### src/logic/rcms_regs.svh
// Timing counts and fixed values of the reset, clock and mode-strap sequencer.
// Assumes REF_CLK is the oscillator input at 250 MHz and the divided clock is half of it.
`ifndef RCMS_REGS_SVH
`define RCMS_REGS_SVH

// Oscillator cycles in one period of the divided clock output.
`define RCMS_REF_PER_DIVIDED_CLOCK_OUT 2
// Reset output tail after release, in divided-clock periods.
`define RCMS_RST_TAIL_DIVIDED_CLOCK_OUT 2
`define RCMS_RST_TAIL_CYC (`RCMS_RST_TAIL_DIVIDED_CLOCK_OUT * `RCMS_REF_PER_DIVIDED_CLOCK_OUT)
// First fetch after release, in half divided-clock periods (6.5 periods).
`define RCMS_FETCH_HALF_DIVIDED_CLOCK_OUT 13
`define RCMS_FETCH_CYC ((`RCMS_FETCH_HALF_DIVIDED_CLOCK_OUT * `RCMS_REF_PER_DIVIDED_CLOCK_OUT) / 2)
// Strap second sample, in divided-clock periods after release.
`define RCMS_STRAP_DIVIDED_CLOCK_OUT 4
`define RCMS_STRAP_CYC (`RCMS_STRAP_DIVIDED_CLOCK_OUT * `RCMS_REF_PER_DIVIDED_CLOCK_OUT)
// Strap re-sample interval while suspended, in divided-clock periods.
`define RCMS_POLL_DIVIDED_CLOCK_OUT 5
`define RCMS_POLL_CYC (`RCMS_POLL_DIVIDED_CLOCK_OUT * `RCMS_REF_PER_DIVIDED_CLOCK_OUT)
// Width of the release counter and the poll counter.
`define RCMS_CNT_W 4
// Index of the cold start and strap bits in the synchroniser.
`define RCMS_SYNC_COLD 0
`define RCMS_SYNC_STRAP 1

`endif

### src/logic/rcms_pkg.sv
// Types shared by the reset, clock and mode-strap sequencer.
// Assumes nothing beyond a SystemVerilog compiler.
package rcms_pkg;

	// Sequencer states, one-hot.
	typedef enum logic [3:0] {
		RCMS_ST_HOLD = 4'h1,
		RCMS_ST_TAIL = 4'h2,
		RCMS_ST_BOOT = 4'h4,
		RCMS_ST_RUN = 4'h8
	} rcms_state_t;

	// Operating mode chosen at reset.
	typedef struct packed {
		logic enhanced;
		logic valid;
	} rcms_mode_t;

	// Status handed to the instruction core.
	typedef struct packed {
		logic run;
		logic suspend;
		logic int_service;
	} rcms_core_t;

endpackage : rcms_pkg

### src/logic/rcms_sync.sv
// Two flip-flop synchroniser for a group of level inputs.
// Assumes the inputs are levels from outside the REF_CLK domain.
module rcms_sync #(
	parameter int WIDTH = 2
) (
	// Clock and reset
	input wire logic clk,
	input wire logic rst_n,
	// Levels
	input wire logic [WIDTH-1:0] async_in,
	output logic [WIDTH-1:0] sync_out
);

	logic [WIDTH-1:0] stage1_reg;

	// The first stage feeds only the second; nothing else looks at it.
	always_ff @(posedge clk) begin
		if (!rst_n) begin
			stage1_reg <= '1;
			sync_out <= '1;
		end else begin
			stage1_reg <= async_in;
			sync_out <= stage1_reg;
		end
	end

endmodule : rcms_sync

### src/logic/rcms_top.sv
// Reset, divided clock and mode-strap sequencer of an embedded processor.
// Assumes REF_CLK is the oscillator input; pins arrive unsynchronised.
`include "rcms_regs.svh"

module rcms_top (
	// Clock and reset
	input wire logic REF_CLK,
	input wire logic RST_N,
	// Board pins
	input wire logic COLD_START_IN_N,
	input wire logic STRAP_IN,
	output logic STRAP_OUT,
	output logic STRAP_OE_N,
	output logic DIVIDED_CLOCK_OUT,
	output logic SYS_RESET_OUT,
	// Core side
	input wire logic WAIT_START,
	input wire logic INT_ENABLE,
	input wire logic INT_PENDING,
	output rcms_pkg::rcms_core_t CORE,
	output rcms_pkg::rcms_mode_t MODE,
	output logic STRAP_DIR_SET
);

	localparam int TAIL_CYC = `RCMS_RST_TAIL_CYC;
	localparam int FETCH_CYC = `RCMS_FETCH_CYC;
	localparam int STRAP_CYC = `RCMS_STRAP_CYC;
	localparam int POLL_CYC = `RCMS_POLL_CYC;

	logic [1:0] pins_sync;
	logic res_active;
	logic strap_hi;
	logic tick;
	logic clk_div_reg;
	logic sys_rst_reg;
	logic [`RCMS_CNT_W-1:0] cnt_reg;
	logic [`RCMS_CNT_W-1:0] poll_reg;
	logic strap_at_rise_reg;
	logic enhanced_reg;
	logic mode_valid_reg;
	logic suspend_reg;
	logic dir_set_reg;
	rcms_pkg::rcms_state_t state_reg;
	rcms_pkg::rcms_state_t state_next;

	////////////////////////////////////////////////////////////////////////////////
	// Pin synchronisation.

	rcms_sync #(
		.WIDTH(2)
	) u_sync (
		.clk(REF_CLK),
		.rst_n(RST_N),
		.async_in({STRAP_IN, COLD_START_IN_N}),
		.sync_out(pins_sync)
	);

	assign res_active = !pins_sync[`RCMS_SYNC_COLD];
	assign strap_hi = pins_sync[`RCMS_SYNC_STRAP];

	////////////////////////////////////////////////////////////////////////////////
	// Clock divider.

	// No term of the cold start input or bus hold can stop the toggle; only RST_N holds it low.
	always_ff @(posedge REF_CLK) begin
		if (!RST_N) begin
			clk_div_reg <= 1'b0;
		end else begin
			clk_div_reg <= !clk_div_reg;
		end
	end

	// even duty enable
	// One pulse per divided period, in the cycle before its rising edge.
	assign tick = !clk_div_reg;
	assign DIVIDED_CLOCK_OUT = clk_div_reg;

	////////////////////////////////////////////////////////////////////////////////
	// Reset sequence.

	always_comb begin
		state_next = state_reg;
		case (state_reg)
			rcms_pkg::RCMS_ST_HOLD: begin
				if (!res_active && tick) begin
					state_next = rcms_pkg::RCMS_ST_TAIL;
				end
			end
			rcms_pkg::RCMS_ST_TAIL: begin
				if (cnt_reg == `RCMS_CNT_W'(TAIL_CYC - 1)) begin
					state_next = rcms_pkg::RCMS_ST_BOOT;
				end
			end
			rcms_pkg::RCMS_ST_BOOT: begin
				if (cnt_reg == `RCMS_CNT_W'(FETCH_CYC - 1)) begin
					state_next = rcms_pkg::RCMS_ST_RUN;
				end
			end
			rcms_pkg::RCMS_ST_RUN: begin
				state_next = rcms_pkg::RCMS_ST_RUN;
			end
			default: begin
				state_next = rcms_pkg::RCMS_ST_HOLD;
			end
		endcase
		if (res_active) begin
			state_next = rcms_pkg::RCMS_ST_HOLD;
		end
	end

	always_ff @(posedge REF_CLK) begin
		if (!RST_N) begin
			state_reg <= rcms_pkg::RCMS_ST_HOLD;
		end else begin
			state_reg <= state_next;
		end
	end

	// fetch after release
	// Counts oscillator cycles from the aligned release up to the first fetch.
	always_ff @(posedge REF_CLK) begin
		if (!RST_N || state_next == rcms_pkg::RCMS_ST_HOLD) begin
			cnt_reg <= '0;
		end else if (state_reg != rcms_pkg::RCMS_ST_HOLD && state_reg != rcms_pkg::RCMS_ST_RUN) begin
			cnt_reg <= cnt_reg + `RCMS_CNT_W'(1);
		end
	end

	// always driven
	// The output only moves on a divided-clock edge, so its length is whole periods.
	always_ff @(posedge REF_CLK) begin
		if (!RST_N) begin
			sys_rst_reg <= 1'b1;
		end else if (res_active && tick) begin
			sys_rst_reg <= 1'b1;
		end else if (state_reg == rcms_pkg::RCMS_ST_TAIL &&
			cnt_reg == `RCMS_CNT_W'(TAIL_CYC - 1)) begin
			sys_rst_reg <= 1'b0;
		end
	end

	assign SYS_RESET_OUT = sys_rst_reg;

	////////////////////////////////////////////////////////////////////////////////
	// Mode strap.

	// input by reset
	// The strap pin is never driven; the flag shows its direction is settled.
	always_ff @(posedge REF_CLK) begin
		if (!RST_N) begin
			dir_set_reg <= 1'b0;
		end else if (res_active) begin
			dir_set_reg <= 1'b1;
		end
	end

	assign STRAP_OUT = 1'b0;
	assign STRAP_OE_N = 1'b1;
	assign STRAP_DIR_SET = dir_set_reg;

	always_ff @(posedge REF_CLK) begin
		if (!RST_N || res_active) begin
			strap_at_rise_reg <= 1'b0;
			enhanced_reg <= 1'b0;
			mode_valid_reg <= 1'b0;
		end else if (state_reg == rcms_pkg::RCMS_ST_HOLD &&
			state_next == rcms_pkg::RCMS_ST_TAIL) begin
			strap_at_rise_reg <= strap_hi;
		end else if (!mode_valid_reg && cnt_reg == `RCMS_CNT_W'(STRAP_CYC - 1)) begin
			enhanced_reg <= strap_at_rise_reg && !strap_hi;
			mode_valid_reg <= 1'b1;
		end
	end

	assign MODE.enhanced = enhanced_reg;
	assign MODE.valid = mode_valid_reg;

	////////////////////////////////////////////////////////////////////////////////
	// Wait-for-pin.

	always_ff @(posedge REF_CLK) begin
		if (!RST_N || state_reg != rcms_pkg::RCMS_ST_RUN || res_active) begin
			suspend_reg <= 1'b0;
			poll_reg <= '0;
		end else if (!suspend_reg) begin
			suspend_reg <= WAIT_START && strap_hi;
			poll_reg <= '0;
		end else if (poll_reg == `RCMS_CNT_W'(POLL_CYC - 1)) begin
			suspend_reg <= strap_hi;
			poll_reg <= '0;
		end else begin
			poll_reg <= poll_reg + `RCMS_CNT_W'(1);
		end
	end

	assign CORE.run = (state_reg == rcms_pkg::RCMS_ST_RUN);
	assign CORE.suspend = suspend_reg;
	assign CORE.int_service = suspend_reg && INT_ENABLE && INT_PENDING;

	////////////////////////////////////////////////////////////////////////////////
	// Checks.

	property p_div_toggle;
		@(posedge REF_CLK) disable iff (!RST_N)
		DIVIDED_CLOCK_OUT |=> !DIVIDED_CLOCK_OUT ##1 DIVIDED_CLOCK_OUT;
	endproperty
	a_div_toggle: assert property (p_div_toggle) else $error("divided clock not halving");
	property p_rst_assert;
		@(posedge REF_CLK) disable iff (!RST_N)
		(res_active && tick) |=> SYS_RESET_OUT && DIVIDED_CLOCK_OUT;
	endproperty
	a_rst_assert: assert property (p_rst_assert) else $error("reset output not set");
	property p_rst_tail;
		@(posedge REF_CLK) disable iff (!RST_N)
		$fell(SYS_RESET_OUT) |-> cnt_reg == TAIL_CYC && DIVIDED_CLOCK_OUT;
	endproperty
	a_rst_tail: assert property (p_rst_tail) else $error("reset tail length wrong");
	property p_abort;
		@(posedge REF_CLK) disable iff (!RST_N)
		res_active |=> !CORE.run && !CORE.suspend && state_reg == rcms_pkg::RCMS_ST_HOLD;
	endproperty
	a_abort: assert property (p_abort) else $error("activity not aborted");
	property p_leave_hold;
		@(posedge REF_CLK) disable iff (!RST_N)
		(state_reg == rcms_pkg::RCMS_ST_HOLD ##1 state_reg != rcms_pkg::RCMS_ST_HOLD) |->
			$past(pins_sync[`RCMS_SYNC_COLD]);
	endproperty
	a_leave_hold: assert property (p_leave_hold) else $error("left hold unsynchronised");
	property p_fetch;
		@(posedge REF_CLK) disable iff (!RST_N)
		$rose(CORE.run) |-> $past(cnt_reg) == FETCH_CYC - 1 && $past(SYS_RESET_OUT, 10) == 1'b1;
	endproperty
	a_fetch: assert property (p_fetch) else $error("fetch start mistimed");
	property p_mode;
		@(posedge REF_CLK) disable iff (!RST_N)
		$rose(MODE.valid) |-> MODE.enhanced == ($past(strap_at_rise_reg) && !$past(strap_hi));
	endproperty
	a_mode: assert property (p_mode) else $error("mode decode wrong");
	property p_mode_hold;
		@(posedge REF_CLK) disable iff (!RST_N)
		(MODE.valid && !res_active) |=> $stable(MODE.enhanced) || res_active;
	endproperty
	a_mode_hold: assert property (p_mode_hold) else $error("mode changed after latch");
	property p_suspend;
		@(posedge REF_CLK) disable iff (!RST_N || res_active)
		(CORE.run && !CORE.suspend && WAIT_START && strap_hi) |=> CORE.suspend;
	endproperty
	a_suspend: assert property (p_suspend) else $error("wait did not suspend");
	property p_resume;
		@(posedge REF_CLK) disable iff (!RST_N || res_active)
		$fell(CORE.suspend) && CORE.run |-> !$past(strap_hi) && $past(poll_reg) == POLL_CYC - 1;
	endproperty
	a_resume: assert property (p_resume) else $error("resume off the poll slot");
	property p_int;
		@(posedge REF_CLK) disable iff (!RST_N)
		(CORE.suspend && INT_ENABLE && INT_PENDING) |-> CORE.int_service;
	endproperty
	a_int: assert property (p_int) else $error("interrupt not serviced");
	property p_dir;
		@(posedge REF_CLK) disable iff (!RST_N)
		res_active |=> STRAP_DIR_SET && STRAP_OE_N;
	endproperty
	a_dir: assert property (p_dir) else $error("strap not made input");

	c_boot: cover property (@(posedge REF_CLK) disable iff (!RST_N) $rose(CORE.run));
	c_enh: cover property (@(posedge REF_CLK) disable iff (!RST_N) $rose(MODE.valid) && MODE.enhanced);
	c_resume: cover property (@(posedge REF_CLK) disable iff (!RST_N) $fell(CORE.suspend));
	c_int: cover property (@(posedge REF_CLK) disable iff (!RST_N) CORE.int_service);

endmodule : rcms_top

### config.mk
export PLATFORM = sky130hd
export DESIGN_NAME = rcms_top
export DESIGN_NICKNAME = d
export VERILOG_FILES = /design/src/logic/rcms_pkg.sv /design/src/logic/rcms_sync.sv /design/src/logic/rcms_top.sv
export VERILOG_INCLUDE_DIRS = /design/src /design/src/logic
export SDC_FILE = /design/constraint.sdc
export NUM_CORES = 1
export LEC_CHECK = 0
export ABC_CLOCK_PERIOD_IN_PS = 2800
export BUFFER_PORTS_ARGS = -buffer_cell sky130_fd_sc_hd__buf_2
export CAP_MARGIN = 30
export CORE_MARGIN = 1
export CORE_UTILIZATION = 50
export DETAILED_ROUTE_END_ITERATION = 7
export PLACE_DENSITY = 0.73
export SETUP_SLACK_MARGIN = 0.5
export SLEW_MARGIN = 20
export SYNTH_ARGS = -nofsm -noshare
export SYNTH_HDL_FRONTEND = slang
export SYNTH_SLANG_ARGS = --single-unit
### constraint.sdc
create_clock -name REF_CLK -period 2.8 [get_ports REF_CLK]
set_input_delay 0.14 -clock REF_CLK [delete_from_list [all_inputs] [get_ports REF_CLK]]
set_output_delay 0.14 -clock REF_CLK [all_outputs]
set_load 0.1 [all_outputs]
-- Word-level counts from Yosys, hierarchy flattened
Cells that the tools add are included.
- latch bits: 0
- bits in writable memories: 0
- memories kept: 0
- output and inout port bits: 10
- register bits: 23
- bits of input ports: 7
- ROM bits: 0
- div/mod/pow operators: 0
- reduce and logical (&&, ||, !) cells: 22
- add/subtract/negate cells: 2
- multipliers: 0
- shift operators: 0
- equal/unequal tests: 12
- $lt $le $gt $ge: 0
- multiplexer cells: 7
- bitwise operators: 3
- operators with widths (operator ; count):
    $mux 4 ; 4
    $pmux 4 s4 ; 1
    $eq 4x2->1 const B ; 3
    $eq 4x4->1 const B ; 3
    $logic_and 1x1->1 ; 10
    $add 4x1->4 const B ; 2
    $eq 4x1->1 const B ; 2
    $eq 4x3->1 const B ; 2
    $logic_not 1->1 ; 5
    $logic_or 1x1->1 ; 4
    $ne 4x1->1 const B ; 1
    $ne 4x4->1 const B ; 1
    $not 1->1 ; 3
    $reduce_or 3->1 ; 1
    $mux 1 ; 2
    $reduce_and 2->1 ; 1
    $reduce_or 2->1 ; 1

-- Longest topological paths before layout
- word-level depth: 9
- gate-level depth with buffers: 5
- depth with buffers taken out: 5

-- Hierarchy
From an unflattened synthesis, not the netlist that was laid out.
- cell total of the unflattened synthesis: 114
- area total of the unflattened synthesis: 1061.0 µm²
- modules (own cells, without submodules) (module ; cells an instance ; area an instance (µm²) ; times used):
    rcms_top ; 106 ; 955.9 ; 1
    rcms_sync ; 8 ; 105.1 ; 1

-- Worst setup path after synthesis
Ideal clock, no wire load.
- path kind: register to register
- start: register state_reg[3]
- end: register poll_reg[2]
- stages on the path, launching flop included: 5
- path buffers: 0
- library setup time: 0.070 ns
- arrival: 1.885 ns
- path slack: 0.845 ns
- path through: dfxtp_1 -> nand2b_1 -> nor3_4 -> o2111ai_1 -> nor2_1
- word-level cells in the longest chain between the ends: 4
- ends and longest elaborated chain (what ; RTL line ; RTL):
    from (decl) ; rcms_top.sv:43 ; rcms_pkg::rcms_state_t state_reg;
    from (signal assigned) ; rcms_top.sv:113 ; state_reg <= rcms_pkg::RCMS_ST_HOLD;
    from (signal assigned) ; rcms_top.sv:115 ; state_reg <= state_next;
    $ne 4x4->1 ; rcms_top.sv:182 ; if (!RST_N || state_reg != rcms_pkg::RCMS_ST_RUN || res_active) begin
    $logic_or 1x1->1 (2 in a row) ; rcms_top.sv:182 ;
    $reduce_or 3->1 (no line) ; n/a ;
    to (signal assigned) ; rcms_top.sv:192 ; poll_reg <= poll_reg + `RCMS_CNT_W'(1);
    to (decl) ; rcms_top.sv:37 ; logic [`RCMS_CNT_W-1:0] poll_reg;
No other way between the ends.
A chain may end at the register's enable or synchronous reset.

==> impl_results.md <==
- Post-synthesis sequential area ratio: 43.4%
- Top-Level Pins: 17
- Global-route wire length before repair: 2690 microns
- Fin. max-slew vios: 0
- Worst-case clock buffer depth: 2
- # DRC: 0
- Crit-path max FO: 7
- RSZ-0062 raised after global routing: no
- Pleak: 0.448 nW
- Post-synth top area share: 43.4%
- Final hold violation count: 0
- Die Y: 48.1 microns
- Setup TNS: 0 ps
- Number of synthesized flops with an enable pin: 0
- Critical Path Start Type: flip-flop
- CP max stage cell: dfxtp_1
- Ys async rst share: 0%
- CP required: 2660 ps
- # rows: 16
- Clock transition at path regs: 120 ps
- Port Buf Inserts: 14
- Initial antenna violation count: 0
- CP endpoint kind: output pin
- TritonRoute pass-1 iters: 4
- Later-pin clock latency in the skew report: 300 ps
- Finished Cell Area: 1140 sq um
- Via Count: 754
- Pwr Density: 551 nW/um^2
- Fmax: 556 MHz
- Ys flop type: dfxtp_1
- Remaining Overflow, GRT: 0
- Placed inst area: 1100 sq um
- Clk sinks: 23
- Diode count: 0
- Max cap viols: 0
- Post-synth design cell area: 1060 sq um
- Vias per cell: 4.93
- Hpwl dp: 1260 microns
- Most frequent cell after synthesis: dfxtp_1
- Yosys reg bits: 23
- Cell count after synthesis: 114
- Synthesis Warnings: 0
- Crit path from: state_reg[3]
- Core area: 1980 sq um
- Critical path, cell by cell: nand2b_1 -> nor3_4 -> buf_2
- Worst vdd ir: 0.000350 V
- DIE WIDTH: 48.1 microns
- Fraction of layout cells with a size suffix above 1: 19.0%
- Worst EP arrival: 1660 ps
- Area contributors post-synth: dfxtp_1 43%, ha_1 4.7%, nand2b_1 4.7%
- NumNets Final: 138
- Vias in the first global route: 678
- Cts bufs inserted: 3
- Hold Crit Class: in2reg
- Total Power: 0.000629 W
- Final wirelength: 1650 microns
- Largest net degree at the start of global routing: 14
- Minimum clock period: 1800 ps
- Number of unique standard cell types used by synthesis: 35
- Hold Crit Start: STRAP_IN
- Clk_skew: 3.02 ps
- Root Buffer Master: clkbuf_4
- H-tree depth: 1
- Final Wtd Congestion: 0.758
- Setup CP Type: reg2out
- CTS tree: done
- CTS resizes: 0
- Routed WL per cell: 10.8 microns
- Detail Route Antenna Nets: 0
- FF-to-FF Start: state_reg[1]
- Area growth from synthesis to layout: 7.67%
- Synth Area per Inst: 9.31 sq um
- DRT iter0 DRCs: 9
- Outcome: complete, no violations
- Final Setup Violations: 0
- FILL cells: 161
- Die area: 2310 sq um
- Period utilization: 64.3%
- Starting Density: 53.5%
- Syn_nets: 125
- Yosys top cell by area: dfxtp_1
- Synth top cells by count: 23 x dfxtp_1, 12 x nor2_1, 8 x nand2b_1
- Total track usage: 17.3%
- Max incr delay on CP: 490 ps
==> timing repair <==
item / 4_1_cts / 5_1_grt
hold endpoints to repair: 1 / 0
hold buffers: 1 / 0
setup buffers: 0 / 0
==> critical path: cells and delay by family (launching register included) <==
| kind | cells | cell delay [ps] |
|---|---|---|
| DFF | 1 | 490 |
| buffers and inverters | 1 | 480 |
| and+or+nand+nor | 2 | 380 |
==> through the flow <==
stage | cells | hold WS (ps) | utilization [%] | setup slack, ps
floorplan | 114 | 213 | - | 845
global placement | 148 | 320 | 55.7 | 1380
detailed placement | 148 | 325 | 55.7 | 1340
CTS | 153 | 4.63 | 57.6 | 993
global route | 153 | 14.2 | 57.6 | 879
finish | 153 | 16.9 | 57.6 | 1000
==> layout by cell type, fill, tap and decap left out, drive strengths merged, types with 2 or more instances in the layout <==
cell type	instances
dfxtp	23
buf	14
nor2	12
nand2b	8
nand2	7
a21oi	7
o21ai	6
inv	5
xnor2	5
nand3	4
ha	4
clkbuf	3
nor4b	2
nor2b	2
xor2	2
a21boi	2
conb	2
==> routing by layer <==
layer	vias up	global-route usage, %	part of all wire (%)
li1	404	-	-
met4	0	8.33	0.73
met5	-	0	0
met3	2	3.40	2.8
met1	337	21.3	51
met2	11	28.6	45
==> final cells by class <==
type	instances	area (sq um)	share of cell area (%)
multi-input cells	79	522	45.7
flip-flops and latches	23	460	40.3
repair buffers	15	80.1	7.01
well taps	27	33.8	2.96
clock buffers	3	22.5	1.97
inverters	5	18.8	1.64
clock inverters	1	5.00	0.438
==> report_power, final <==
part | switching [W] | internal (W) | leakage (nW)
combinational | 0.0000724 | 0.0000423 | 0.243
clock | 0.0000949 | 0.0000532 | 0.0177
sequential | 0.0000235 | 0.000343 | 0.188
total | 0.000191 | 0.000438 | 0.448
==> path summary, 6_finish.rpt <==
| path | to | slack, ps | depth (start not counted) |
|---|---|---|---|
| worst max-delay path | CORE[2] | 1000 | 3 |
| worst max register to register | state_reg[2] | 1330 | 4 |
| worst min-delay path | u_sync.stage1_reg[1] | 20 | 2 |
| worst min register to register | u_sync.sync_out[1] | 430 | 1 |
==> logic make-up (layout without fill, tap and decap cells) <==
kind of cell | after synthesis | in the layout | share of synthesized area (%)
xor+xnor | 7 | 7 | 5.78
buf+inv | 12 | 24 | 7.43
fa+ha+maj | 4 | 4 | 4.72
simple gates | 43 | 43 | 23.5
flops | 23 | 23 | 43.4
mux | 1 | 1 | 0.943
compound gates | 22 | 22 | 13.6
other cells | 2 | 2 | 0.708
No activity file was read; power rests on OpenSTA's default activity.
